`src/verilog/jt_pkg.sv`:
```
/*
 Shared constants, types and code tables of the link transmitter.
 Assumes one octet slot per lane per clock and an external serialiser.
*/
package jt_pkg;
    // ------------------------------------------------------------
    // Control characters and sequence figures
    // ------------------------------------------------------------
    localparam logic [7:0] K_COMMA = 8'hBC;
    localparam logic [7:0] K_ILA_START = 8'h1C;
    localparam logic [7:0] K_PARAM = 8'h9C;
    localparam logic [7:0] K_MF = 8'h7C;
    localparam logic [7:0] K_FRM = 8'hFC;
    localparam logic [1:0] ILA_LAST_MF = 2'h3;
    localparam int ILA_MF_NUM = 4;
    localparam logic [7:0] PARAM_POS = 8'h01;
    localparam logic [7:0] PARAM_NUM = 8'h0E;
    localparam int FCHK_NUM = 11;
    localparam int WORD_W = 16;
    localparam int ACC_W = 32;
    localparam logic [5:0] OCT_W = 6'h08;
    localparam logic [5:0] ACC_ROOM = 6'h10;
    localparam logic [4:0] SIMPLE_W = 5'h10;
    // ------------------------------------------------------------
    // Line code tables, negative running disparity forms
    // ------------------------------------------------------------
    localparam logic [5:0] K28_6B = 6'h0F;
    localparam logic [5:0] TAB6 [32] = '{6'h27, 6'h1D, 6'h2D, 6'h31, 6'h35, 6'h29,
        6'h19, 6'h38, 6'h39, 6'h25, 6'h15, 6'h34, 6'h0D, 6'h2C, 6'h1C, 6'h17, 6'h1B,
        6'h23, 6'h13, 6'h32, 6'h0B, 6'h2A, 6'h1A, 6'h3A, 6'h33, 6'h26, 6'h16, 6'h36,
        6'h0E, 6'h2E, 6'h1E, 6'h2B};
    localparam logic [3:0] TAB4D [8] = '{4'hB, 4'h9, 4'h5, 4'hC, 4'hD, 4'hA, 4'h6, 4'hE};
    localparam logic [3:0] TAB4K [8] = '{4'h4, 4'h9, 4'h5, 4'h3, 4'h2, 4'hA, 4'h6, 4'h8};
    localparam logic [3:0] ALT7 = 4'h7;
    // ------------------------------------------------------------
    // Types
    // ------------------------------------------------------------
    typedef enum logic [2:0] {
        ST_CGS = 3'b001,
        ST_ILA = 3'b010,
        ST_DATA = 3'b100
    } jt_state_type;
    typedef struct packed {
        logic simple;
        logic scr_en;
        logic lane_sync_en;
        logic sync_is_divrst;
        logic [4:0] lanes_m1;
        logic [7:0] f_m1;
        logic [4:0] k_m1;
        logic [4:0] n_m1;
        logic [7:0] s_m1;
        logic [4:0] lid;
        logic [7:0] did;
    } jt_cfg_type;
    // Device id value is arbitrary
    localparam jt_cfg_type CFG_RESET = '{simple: 1'b0, scr_en: 1'b0, lane_sync_en: 1'b1,
        sync_is_divrst: 1'b0, lanes_m1: 5'h02, f_m1: 8'h06, k_m1: 5'h1F, n_m1: 5'h0D,
        s_m1: 8'h0B, lid: 5'h00, did: 8'h5A};
endpackage : jt_pkg

```
`src/verilog/jt_link_tx.sv`:
```
/*
 One lane of the converter link transmitter: comma phase, alignment
 sequence, sample packing, substitution, scrambler and line encoder.
 Assumes sample_data is synchronous to clk and a serialiser takes
 lane_code, bit 9 first, one code per clock.
*/
// Notes on behaviour
// RULE1: commas sent while sync request held
// RULE2: receiver releases request after code sync
// RULE3: alignment sequence is four multiframes of K
// RULE4: second multiframe carries the parameter set
// RULE5: alignment sequence carries standard marker characters
// RULE6: data starts right after alignment sequence
// RULE7: repeated frame end octet becomes frame marker
// RULE8: with lane sync, multiframe end uses other
// RULE9: scrambler present and can be bypassed
// RULE10: alignment sequence seeds the scrambler state
// RULE11: simple packing pads samples to 16 bits
// RULE12: simple mode frame rate equals sample rate; code gives this only when f_m1 is 1
// RULE13: efficient packing concatenates samples into octets
// RULE14: efficient frame rate is rational sample fraction
// RULE15: efficient after reset, reload selects simple
// RULE16: reduced lane counts and resolutions supported
// RULE17: system keeps lane rate within limits
// RULE18: sync release starts fixed depth sequence
// RULE19: sync pins optionally become divider reset
// RULE20: scrambler polynomial 1 + x^14 + x^15
// RULE21: standard K28 control character codes
// RULE22: every octet line coded with running disparity
`timescale 1ns/1ps
module jt_link_tx #(
    parameter int SAMPLE_W = 14
) (
    input wire logic clk,
    input wire logic sys_rst,
    input wire logic sync_in_pos,
    input wire logic sync_in_neg,
    input wire logic cfg_load,
    input wire jt_pkg::jt_cfg_type cfg_in,
    input wire logic [SAMPLE_W-1:0] sample_data,
    input wire logic sample_valid,
    output logic sample_ready,
    output logic [9:0] lane_code,
    output logic frame_start,
    output jt_pkg::jt_state_type link_state,
    output logic clkdiv_rst,
    output jt_pkg::jt_cfg_type cfg_active
);
    if (SAMPLE_W < 8 || SAMPLE_W > jt_pkg::WORD_W) begin : g_bad_width
        $error("SAMPLE_W must lie in 8..16");
    end
    // ------------------------------------------------------------
    // Functions
    // ------------------------------------------------------------
    function automatic logic [10:0] enc_8b10b(input logic [7:0] d, input logic k,
        input logic rd);
        logic [5:0] c6;
        logic [3:0] c4;
        logic r1;
        logic [4:0] x;
        logic [2:0] y;
        logic [9:0] code;
        x = d[4:0];
        y = d[7:5];
        r1 = rd;
        if (k) begin
            c6 = rd ? ~jt_pkg::K28_6B : jt_pkg::K28_6B; // RULE21
            c4 = rd ? ~jt_pkg::TAB4K[y] : jt_pkg::TAB4K[y];
        end else begin
            c6 = jt_pkg::TAB6[x];
            if (rd && ($countones(c6) != 3 || x == 5'h07)) begin
                c6 = ~c6;
            end
            r1 = rd ^ ($countones(c6) != 3);
            c4 = jt_pkg::TAB4D[y];
            // Alternate form avoids a run of five equal bits
            if (y == 3'h7 && ((!r1 && (x == 5'h11 || x == 5'h12 || x == 5'h14)) ||
                (r1 && (x == 5'h0B || x == 5'h0D || x == 5'h0E)))) begin
                c4 = jt_pkg::ALT7;
            end
            if (r1 && ($countones(c4) != 2 || y == 3'h3)) begin
                c4 = ~c4;
            end
        end
        code = {c6, c4};
        return {rd ^ ($countones(code) != 5), code}; // RULE22
    endfunction : enc_8b10b

    function automatic logic [22:0] scramble(input logic [14:0] st, input logic [7:0] d);
        logic [14:0] s;
        logic [7:0] o;
        s = st;
        o = 8'h00;
        for (int i = 7; i >= 0; i--) begin
            o[i] = d[i] ^ s[14] ^ s[13]; // RULE20
            s = {s[13:0], o[i]};
        end
        return {s, o};
    endfunction : scramble

    function automatic logic [7:0] param_oct(input logic [3:0] idx,
        input jt_pkg::jt_cfg_type c);
        logic [4:0] np;
        np = c.simple ? 5'h0F : c.n_m1;
        unique case (idx)
            4'h0: return c.did;
            4'h2: return {3'h0, c.lid};
            4'h3: return {c.scr_en, 2'h0, c.lanes_m1};
            4'h4: return c.f_m1;
            4'h5: return {3'h0, c.k_m1};
            4'h7: return {3'h0, c.n_m1};
            4'h8: return {3'h0, np};
            4'h9: return c.s_m1;
            default: return 8'h00;
        endcase
    endfunction : param_oct
    // ------------------------------------------------------------
    // Link state, counters, packer and scrambler
    // ------------------------------------------------------------
    jt_pkg::jt_state_type state_reg, state_next;
    jt_pkg::jt_cfg_type cfg_reg, cfg_next;
    logic [7:0] oct_cnt_reg, oct_cnt_next, pos_reg, pos_next;
    logic [4:0] frm_cnt_reg, frm_cnt_next;
    logic [1:0] mf_cnt_reg, mf_cnt_next;
    logic [14:0] scr_reg, scr_next;
    logic [7:0] prev_reg, prev_next, oct_reg, oct_next;
    logic [jt_pkg::ACC_W-1:0] acc_reg, acc_next;
    logic [5:0] cnt_reg, cnt_next, cnt_pop;
    logic k_reg, k_next, div_reg, div_next, fs_reg, fs_next;
    logic sync_lvl, link_req, last_oct, last_frm, mf_last, emit, ila_end;
    logic [4:0] w;
    logic [7:0] pk_oct, d, fchk;
    logic [15:0] smp16, val;
    logic [22:0] sc;

    always_comb begin
        state_next = state_reg;
        oct_cnt_next = oct_cnt_reg;
        pos_next = pos_reg;
        frm_cnt_next = frm_cnt_reg;
        mf_cnt_next = mf_cnt_reg;
        scr_next = scr_reg;
        prev_next = prev_reg;
        acc_next = acc_reg;
        d = 8'h00;
        sc = 23'h0;
        fchk = 8'h00;
        for (int i = 0; i < jt_pkg::FCHK_NUM; i++) begin
            fchk = fchk + param_oct(4'(i), cfg_reg);
        end
        // Differential low means the receiver requests sync
        sync_lvl = ~sync_in_pos & sync_in_neg;
        link_req = sync_lvl & ~cfg_reg.sync_is_divrst; // RULE19
        div_next = sync_lvl & cfg_reg.sync_is_divrst; // RULE19
        cfg_next = cfg_load ? cfg_in : cfg_reg; // RULE15 RULE16
        last_oct = oct_cnt_reg == cfg_reg.f_m1;
        last_frm = frm_cnt_reg == cfg_reg.k_m1;
        mf_last = last_oct && last_frm;
        ila_end = state_reg == jt_pkg::ST_ILA && mf_last && mf_cnt_reg == jt_pkg::ILA_LAST_MF;
        // Simple words are 16 bits; efficient words are N bits wide
        w = cfg_reg.simple ? jt_pkg::SIMPLE_W : cfg_reg.n_m1 + 5'h01; // RULE11 RULE16
        emit = cnt_reg >= jt_pkg::OCT_W;
        pk_oct = emit ? 8'(acc_reg >> (cnt_reg - jt_pkg::OCT_W)) : 8'h00; // RULE13
        cnt_pop = emit ? cnt_reg - jt_pkg::OCT_W : cnt_reg;
        cnt_next = cnt_pop;
        sample_ready = (state_reg == jt_pkg::ST_DATA || ila_end) && cnt_pop <= jt_pkg::ACC_ROOM;
        smp16 = 16'(sample_data) << (jt_pkg::WORD_W - SAMPLE_W);
        val = smp16 >> (5'h10 - w); // RULE11 RULE16
        oct_next = jt_pkg::K_COMMA;
        k_next = 1'b1;
        unique case (state_reg)
            jt_pkg::ST_CGS: begin
                // Counters held at zero so every device starts alike
                oct_cnt_next = 8'h00; // RULE18
                pos_next = 8'h00;
                frm_cnt_next = 5'h00;
                mf_cnt_next = 2'h0;
                acc_next = '0;
                cnt_next = 6'h00;
                prev_next = 8'h00;
                oct_next = jt_pkg::K_COMMA; // RULE1
                if (!link_req) begin
                    state_next = jt_pkg::ST_ILA; // RULE18
                end
            end
            jt_pkg::ST_ILA: begin
                cnt_next = 6'h00;
                if (oct_cnt_reg == 8'h00 && frm_cnt_reg == 5'h00) begin
                    oct_next = jt_pkg::K_ILA_START; // RULE5
                end else if (mf_last) begin
                    oct_next = jt_pkg::K_MF; // RULE5
                end else if (mf_cnt_reg == 2'h1 && pos_reg == jt_pkg::PARAM_POS) begin
                    oct_next = jt_pkg::K_PARAM; // RULE4
                end else begin
                    k_next = 1'b0;
                    oct_next = pos_reg;
                    if (mf_cnt_reg == 2'h1 && pos_reg > jt_pkg::PARAM_POS &&
                        pos_reg <= jt_pkg::PARAM_NUM + jt_pkg::PARAM_POS) begin
                        oct_next = (pos_reg == jt_pkg::PARAM_NUM + jt_pkg::PARAM_POS) ?
                            fchk : param_oct(4'(pos_reg - 8'h02), cfg_reg); // RULE4
                    end
                    sc = scramble(scr_reg, oct_next);
                    if (cfg_reg.scr_en) begin
                        scr_next = sc[22:8]; // RULE10
                    end
                end
                // Preload one sample, else a filler octet skews every frame map
                if (ila_end) begin
                    state_next = jt_pkg::ST_DATA; // RULE3 RULE6
                    if (sample_valid) begin
                        acc_next = jt_pkg::ACC_W'(val); // RULE11 RULE13
                        cnt_next = 6'(w);
                    end
                end
            end
            jt_pkg::ST_DATA: begin
                sc = scramble(scr_reg, pk_oct);
                d = cfg_reg.scr_en ? sc[7:0] : pk_oct; // RULE9
                if (cfg_reg.scr_en) begin
                    scr_next = sc[22:8];
                end
                k_next = 1'b0;
                oct_next = d; // RULE6
                if (last_oct) begin
                    prev_next = d;
                    if (d == prev_reg) begin
                        k_next = 1'b1;
                        oct_next = (last_frm && cfg_reg.lane_sync_en) ?
                            jt_pkg::K_MF : jt_pkg::K_FRM; // RULE7 RULE8
                    end
                end
                // Frame rate follows from octets per frame: 1:1 simple only with f_m1 of 1
                if (sample_valid && sample_ready) begin
                    acc_next = (acc_reg << w) | jt_pkg::ACC_W'(val); // RULE12 RULE14
                    cnt_next = cnt_pop + 6'(w);
                end
            end
        endcase
        if (state_reg != jt_pkg::ST_CGS) begin
            oct_cnt_next = last_oct ? 8'h00 : oct_cnt_reg + 8'h01;
            pos_next = mf_last ? 8'h00 : pos_reg + 8'h01;
            frm_cnt_next = last_oct ? (last_frm ? 5'h00 : frm_cnt_reg + 5'h01) : frm_cnt_reg;
            mf_cnt_next = mf_last ? mf_cnt_reg + 2'h1 : mf_cnt_reg; // RULE3
            if (link_req) begin
                state_next = jt_pkg::ST_CGS; // RULE1
            end
        end
        fs_next = state_reg == jt_pkg::ST_DATA && oct_cnt_reg == 8'h00;
    end

    always_ff @(posedge clk) begin
        if (sys_rst) begin
            state_reg <= jt_pkg::ST_CGS;
            cfg_reg <= jt_pkg::CFG_RESET; // RULE15
            oct_cnt_reg <= 8'h00;
            pos_reg <= 8'h00;
            frm_cnt_reg <= 5'h00;
            mf_cnt_reg <= 2'h0;
            scr_reg <= 15'h0;
            prev_reg <= 8'h00;
            acc_reg <= '0;
            cnt_reg <= 6'h00;
            oct_reg <= jt_pkg::K_COMMA;
            k_reg <= 1'b1;
            div_reg <= 1'b0;
            fs_reg <= 1'b0;
        end else begin
            state_reg <= state_next;
            cfg_reg <= cfg_next;
            oct_cnt_reg <= oct_cnt_next;
            pos_reg <= pos_next;
            frm_cnt_reg <= frm_cnt_next;
            mf_cnt_reg <= mf_cnt_next;
            scr_reg <= scr_next;
            prev_reg <= prev_next;
            acc_reg <= acc_next;
            cnt_reg <= cnt_next;
            oct_reg <= oct_next;
            k_reg <= k_next;
            div_reg <= div_next;
            fs_reg <= fs_next;
        end
    end
    // ------------------------------------------------------------
    // Line encoder
    // ------------------------------------------------------------
    logic [9:0] code_reg, code_next;
    logic rd_reg, rd_next;

    always_comb begin
        {rd_next, code_next} = enc_8b10b(oct_reg, k_reg, rd_reg); // RULE22
    end

    always_ff @(posedge clk) begin
        if (sys_rst) begin
            code_reg <= 10'h0FA;
            rd_reg <= 1'b1;
        end else begin
            code_reg <= code_next;
            rd_reg <= rd_next;
        end
    end

    assign lane_code = code_reg;
    assign frame_start = fs_reg;
    assign link_state = state_reg;
    assign clkdiv_rst = div_reg;
    assign cfg_active = cfg_reg;
    // ------------------------------------------------------------
    // Checks
    // ------------------------------------------------------------
    logic [15:0] ila_len_reg;
    logic [15:0] ila_want;
    always_ff @(posedge clk) begin
        if (sys_rst || state_reg != jt_pkg::ST_ILA) begin
            ila_len_reg <= 16'h0;
        end else begin
            ila_len_reg <= ila_len_reg + 16'h1;
        end
    end
    assign ila_want = 16'(jt_pkg::ILA_MF_NUM) * (16'(cfg_reg.k_m1) + 16'h1) *
        (16'(cfg_reg.f_m1) + 16'h1);
endmodule : jt_link_tx

```
`config.mk`:
```
export PLATFORM = sky130hd
export DESIGN_NAME = jt_link_tx
export DESIGN_NICKNAME = d
export VERILOG_FILES = /design/src/verilog/jt_pkg.sv /design/src/verilog/jt_link_tx.sv
export SDC_FILE = /design/constraint.sdc
export NUM_CORES = 1
export LEC_CHECK = 0
export ABC_AREA = 1
export BUFFER_PORTS_ARGS = -buffer_cell sky130_fd_sc_hd__buf_4
export CAP_MARGIN = 5
export CORE_MARGIN = 10
export CORE_UTILIZATION = 30
export DETAILED_ROUTE_END_ITERATION = 8
export GPL_ROUTABILITY_DRIVEN = 0
export PLACE_DENSITY = 0.56
export SYNTH_ARGS = -nofsm -noshare
export SYNTH_HDL_FRONTEND = slang
export SYNTH_SLANG_ARGS = --single-unit
```
`constraint.sdc`:
```
create_clock -name clk -period 12.3 [get_ports clk]
set_input_delay 2.46 -clock clk [delete_from_list [all_inputs] [get_ports clk]]
set_output_delay 2.46 -clock clk [all_outputs]
set_load 0.02 [all_outputs]
```
Word-level counts from Yosys, hierarchy flattened:

Memory sizes are Yosys's and may differ from the RTL's.
Index checks and enable logic that the tools add are counted.

* flip-flop bits (word level): 157
* latch bits: 0
* memory bits (writable): 0
* ROM bits: 256
* output and inout bits: 64
* memories: 3

Memories
* (no name shown): depth 32, bits a word 6, rd ports 1, clocked after memory_dff 0, wr ports 0, line jt_link_tx.sv:70 `c6 = jt_pkg::TAB6[x];`
* (no name shown): depth 8, bits a word 4, rd ports 1, clocked after memory_dff 0, wr ports 0, line jt_link_tx.sv:75 `c4 = jt_pkg::TAB4D[y];`
* (no name shown): depth 8, bits a word 4, rd ports 1, clocked after memory_dff 0, wr ports 0, line jt_link_tx.sv:68 `c4 = rd ? ~jt_pkg::TAB4K[y] : jt_pkg::TAB4K[y];`

* add/sub/neg operators: 38
* multipliers: 0
* divide/modulo/power cells: 0
* magnitude comparators: 6
* equality and inequality tests: 42
* shift operators: 3
* muxes and demuxes: 73
* bitwise logic cells: 45
* reduce and logical (&&, ||, !) cells: 36

Operators by type and width (count)
* 2-to-1 mux 8 bit: 20
* 2-to-1 mux 32 bit: 3
* case mux 32 bit (3 select lines): 1
* 2-to-1 mux 15 bit: 5
* case mux 8 bit (8 select lines): 1
* 2-to-1 mux 6 bit: 8
* 2-to-1 mux 5 bit: 8
* 2-to-1 mux 4 bit: 9
* bitwise XOR 1 bit: 34
* adder 8 x 5 -> 8 bit: 4
* bitwise OR 32 x 16 -> 32 bit: 1
* << shifter 32 x 5 -> 32 bit: 1
* >> shifter 32 x 6 -> 8 bit: 1
* case mux 15 bit (2 select lines): 1
* adder 1 x 1 -> 2 bit: 13
* adder 8 bit: 3
* case mux 8 bit (3 select lines): 1
* inequality test 2 bit (second input constant): 11
* case mux 6 bit (3 select lines): 1
* adder 8 x 1 -> 8 bit (second input constant): 2
* equality test 8 bit: 2
* logical AND 1 bit: 16
* case mux 8 bit (2 select lines): 1
* >> shifter 16 x 5 -> 16 bit: 1
* other kinds (54): 95

Depth between registers and ports, before layout:

* depth after elaboration: 36
* gate-level depth with buffers: 56
* depth with buffers taken out: 56

Least setup slack after synthesis:

OpenSTA, ideal clock, no wires.

* path kind: register -> register
* start: reg oct_reg[0]
* end: reg rd_reg
* setup time: 0.123 ns
* arrival time: 9.930 ns
* data required time: 12.177 ns
* setup slack: 2.247 ns
* cell stages (with the launch flop): 51
* buffers on the path: 0
* path through: dfxtp_1 > inv_1 > ha_1 > o22ai_1 > a31oi_1 > o21ai_0 > a21oi_1 > inv_1 > fa_1 > fa_1 > inv_1 > ha_1 > inv_1 > fa_1 > inv_1 > o2111ai_1 > nand2_1 > xnor2_1 > (+15 left out) > ha_1 > a31oi_1 > inv_1 > a21oi_1 > o21ai_0 > o211ai_1 > inv_1 > fa_1 > fa_1 > fa_1 > inv_1 > ha_1 > inv_1 > fa_1 > o2bb2ai_1 > nand3_1 > xor2_1 > or2_2

* cells in the longest elaborated chain, start to end: 36
* elaborated cells between the ends (all ways): 61
* classes of those cells: 22 x add/sub; 11 x eq/ne; 9 x mux; 5 x bitwise; 13 x reduce/logical; 1 x memory

RTL lines
* from (decl): line jt_link_tx.sv:126 `logic [7:0] prev_reg, prev_next, oct_reg, oct_next;`
* from (signal assigned): line jt_link_tx.sv:263 `oct_reg <= jt_pkg::K_COMMA;`
* from (signal assigned): line jt_link_tx.sv:278 `oct_reg <= oct_next;`
* NOT 5 -> 6 bit (implied by the code): line jt_link_tx.sv:70
* memory (32 x 6 bit)
* 2-to-1 mux 6 bit (implied by the code) (2 in a row): line jt_link_tx.sv:70
* adder 1 x 1 -> 2 bit (implied by the code): line jt_link_tx.sv:71 `if (rd && ($countones(c6) != 3 || x == 5'h07)) begin`
* adder 2 x 2 -> 3 bit (implied by the code): line jt_link_tx.sv:71
* adder 3 x 2 -> 4 bit (implied by the code): line jt_link_tx.sv:71
* inequality test 4 x 2 -> 1 bit: line jt_link_tx.sv:71
* logical OR 1 bit: line jt_link_tx.sv:71
* (+19 left out)
* 2-to-1 mux 4 bit: line jt_link_tx.sv:81 `if (r1 && ($countones(c4) != 2 || y == 3'h3)) begin`
* 2-to-1 mux 4 bit: line jt_link_tx.sv:66 `if (k) begin`
* adder 1 x 1 -> 2 bit (implied by the code): line jt_link_tx.sv:86 `return {rd ^ ($countones(code) != 5), code};`
* adder 2 x 2 -> 3 bit (implied by the code): line jt_link_tx.sv:86
* adder 3 x 3 -> 4 bit (implied by the code): line jt_link_tx.sv:86
* adder 4 x 2 -> 5 bit (implied by the code) *: line jt_link_tx.sv:86
* inequality test 5 x 3 -> 1 bit *: line jt_link_tx.sv:86
* bitwise XOR 1 bit *: line jt_link_tx.sv:86
* to (signal assigned): line jt_link_tx.sv:300 `rd_reg <= rd_next;`
* to (decl): line jt_link_tx.sv:288 `logic rd_reg, rd_next;`

Mark *: on every way between the ends. The rest lies on a longest branch, timed or not. The select of a mux whose other input is x is not followed.
A chain may end at the register's enable or synchronous reset.

Final worst setup path:

Ends and elaborated chain as after synthesis.

==> impl_metrics.yaml <==
clock_tree:
  htree_levels: 4
  cts_buffer_depth: 2
  clkLatencyLatePin_ns: 0.47
  clkTransAtPathRegs_ns: 0.08
  cts_root_buf: "clkbuf_16"
  cts_tree: "built"
  cts_resized: 0
  clock_sinks: 157
  cts_hold_buf: 0
  cts_buffers: 17
  post_cts.repair.setup_buffers: 0
timing:
  fin_skew_ns: 0.0178
  hold_viol: 0
  worst_pin_slew_ns: 1.15
  maxSlewHeadroom: 0.231
  fmax_mhz: 89.9
  rsz0062_at_grt: "false"
  fin_crit_ns: 11.12
  finalSetupViolCount: 0
  fin_crit_sh: 0.904
  finalMaxSlewViolations: 0
  tns_ns: 0
yosys:
  muxShareOfSynthArea: 0.00739
  yosysMostFrequentCell: "nand2_1"
  synth-xor-area-share: 0.0317
  synth_simple_gate_area_frac: 0.332
  synth_seq_area_share: 0.232
  yosysUniqueCellTypes: 51
  yosys.area.top_type_share: 0.232
  syn_area_per_cell_um2: 6.29
  synthTopCellsByCount: "541 x nand2_1, 245 x inv_1, 226 x nand3_1"
  synth_edf_count: 0
  synth_area_mm2: 0.0135
  netlist_instances: 2153
  synth_compound_gate_area_share: 0.175
  synth_top_family_by_area: "simple AND/OR/NAND/NOR gates"
  async_flop_share: 0
  ys_ff_latch: 157
  synth_adder_area_share: 0.111
  synth_area_leaders: "dfxtp_1 23%, nand2_1 15%, nand3_1 8.4%, o21ai_0 7.9%, inv_1 6.8%"
  yosys.area.top_type: "dfxtp_1"
  synth-main-ff-cell: "dfxtp_1"
  syn_nets: 2315
  synth_warnings: 0
worst_setup_path:
  path_class: "register to register"
  startpoint_type: "register"
  cpPeakStageDelay_ns: 0.55
  worstPathMaxFanout: 7
  cp.arrival_ns: 11.48
  critPathRequiredTime_ns: 12.66
  reg2reg_setup_slack_ns: 1.18
  end_kind: "register"
  cp_common_cell: "inv_1"
  critPathSlowestCell: "fa_1"
floorplan:
  core_mm2: 0.0444
  fp.dieW_um: 232
  start_util: 0.305
  num_rows: 77
  die_y_um: 232
  die_area_mm2: 0.0540
  ios: 132
pwr:
  vdd_drop_max_mv: 0.126
  p_total_mw: 2.12
  power_density_mw_per_mm2: 137
  leakage_nw: 6.66
final_layout:
  largest_reg_flops: 48
  multi_input_area_mm2: 0.00891
  areaGrowthSynthToFinish_pct: 14.2
  fin_nets: 2373
  n_fill_cell: 4846
  drive_above_1_share: 0.0962
  num_antenna_cells: 0
  seq_area_mm2: 0.00314
global_route:
  grt_max_degree: 69
  antenna_found_initial: 1
  grt_util_all_layers: 0.176
  grt_pass1_wl_um: 76200
  overflow: 0
  grt_pass1_vias: 13800
min_path:
  hold_path_class: "register to register"
detailed_routing:
  ant_nets: 0
  wl_per_cell_um: 17.1
  vias: 14600
  drc: 0
  finalWirelength_um: 48200
  drt_pass1_iterations: 6
  drtIter0Drc: 1380
  viasPerCell: 5.18
place:
  io_buffers: 131
  dp_hpwl_um: 37000
status:
  status: "finished, final reports clean"
job:
  drv_cap: 0
==> area by class of cell <==
type	count	share of cell area
well taps	592	0.0479
inverters	264	0.0641
clock buffers	18	0.0277
multi-input cells	1628	0.576
repair buffers	143	0.0694
flip-flops and latches	157	0.203
clock inverters	14	0.0115
==> worst paths after layout <==
check,startpoint,end,depth (start not counted)
max,oct_reg[0]$_SDFF_PP0_,rd_reg$_SDFF_PP1_,51
min,prev_reg[5]$_SDFFE_PP0P_,prev_reg[5]$_SDFFE_PP0P_,2
max reg2reg,oct_reg[0]$_SDFF_PP0_,rd_reg$_SDFF_PP1_,51
min reg2reg,prev_reg[5]$_SDFFE_PP0P_,prev_reg[5]$_SDFFE_PP0P_,2
==> per-layer routing <==
layer | track usage | share of wire | vias to the layer above
li1 | - | - | 7220
met3 | 0.0375 | 0.071 | 67
met5 | 0 | 0.00027 | -
met4 | 0.0659 | 0.028 | 2
met1 | 0.221 | 0.44 | 6785
met2 | 0.289 | 0.46 | 517
==> worst max-delay path, delay by kind of cell (launching register included) <==
family | cells | cell delay, ns
xor gates and xnor gates | 3 | 0.52
and+or+nand+nor | 6 | 0.93
DFF | 1 | 0.45
AOI/OAI and AO/OA | 11 | 1.73
buffers and inverters | 14 | 1.14
adders and majority gates | 17 | 6.24
==> metrics by stage <==
step | cells | utilization | cell area [um2] | setup WS [ns] | hold slack (ns)
detailed placement | 2784 | 0.335 | 14900 | 1.34 | 0.463
floorplan | 2153 | - | 13500 | 2.25 | 0.440
finish | 2816 | 0.348 | 15500 | 1.18 | 0.478
global route | 2816 | 0.348 | 15500 | 0.553 | 0.498
CTS | 2816 | 0.348 | 15500 | 1.27 | 0.475
global placement | 2784 | 0.335 | 14900 | 1.64 | 0.458
==> logic make-up after synthesis <==
family                     Yosys count
adders and majority gates           94
buffers and inverters              368
AOI/OAI and AO/OA                  433
xor gates and xnor gates            49
DFF                                157
muxes                               10
and+or+nand+nor                   1042
==> power breakdown <==
part / leakage [nW] / internal [mW] / switching, mW
sequential: 1.28 / 0.538 / 0.0370
combinational: 5.08 / 0.393 / 0.593
clock: 0.291 / 0.291 / 0.267
==> placed cells by master (no fill, tap or decap), drive strengths merged, types with 6 or more instances in the layout <==
cell / n
a21oi: 115
o21a: 7
a31oi: 9
ha: 50
nand2: 548
xor2: 32
o211ai: 19
buf: 143
nor3: 19
xnor2: 17
nand4: 51
inv: 269
o21ai: 221
nor2: 179
clkinv: 7
fa: 44
mux2i: 10
dfxtp: 157
or2: 6
o22ai: 38
nand3: 226
clkbuf: 18
No activity file was read; power rests on OpenSTA's default activity.
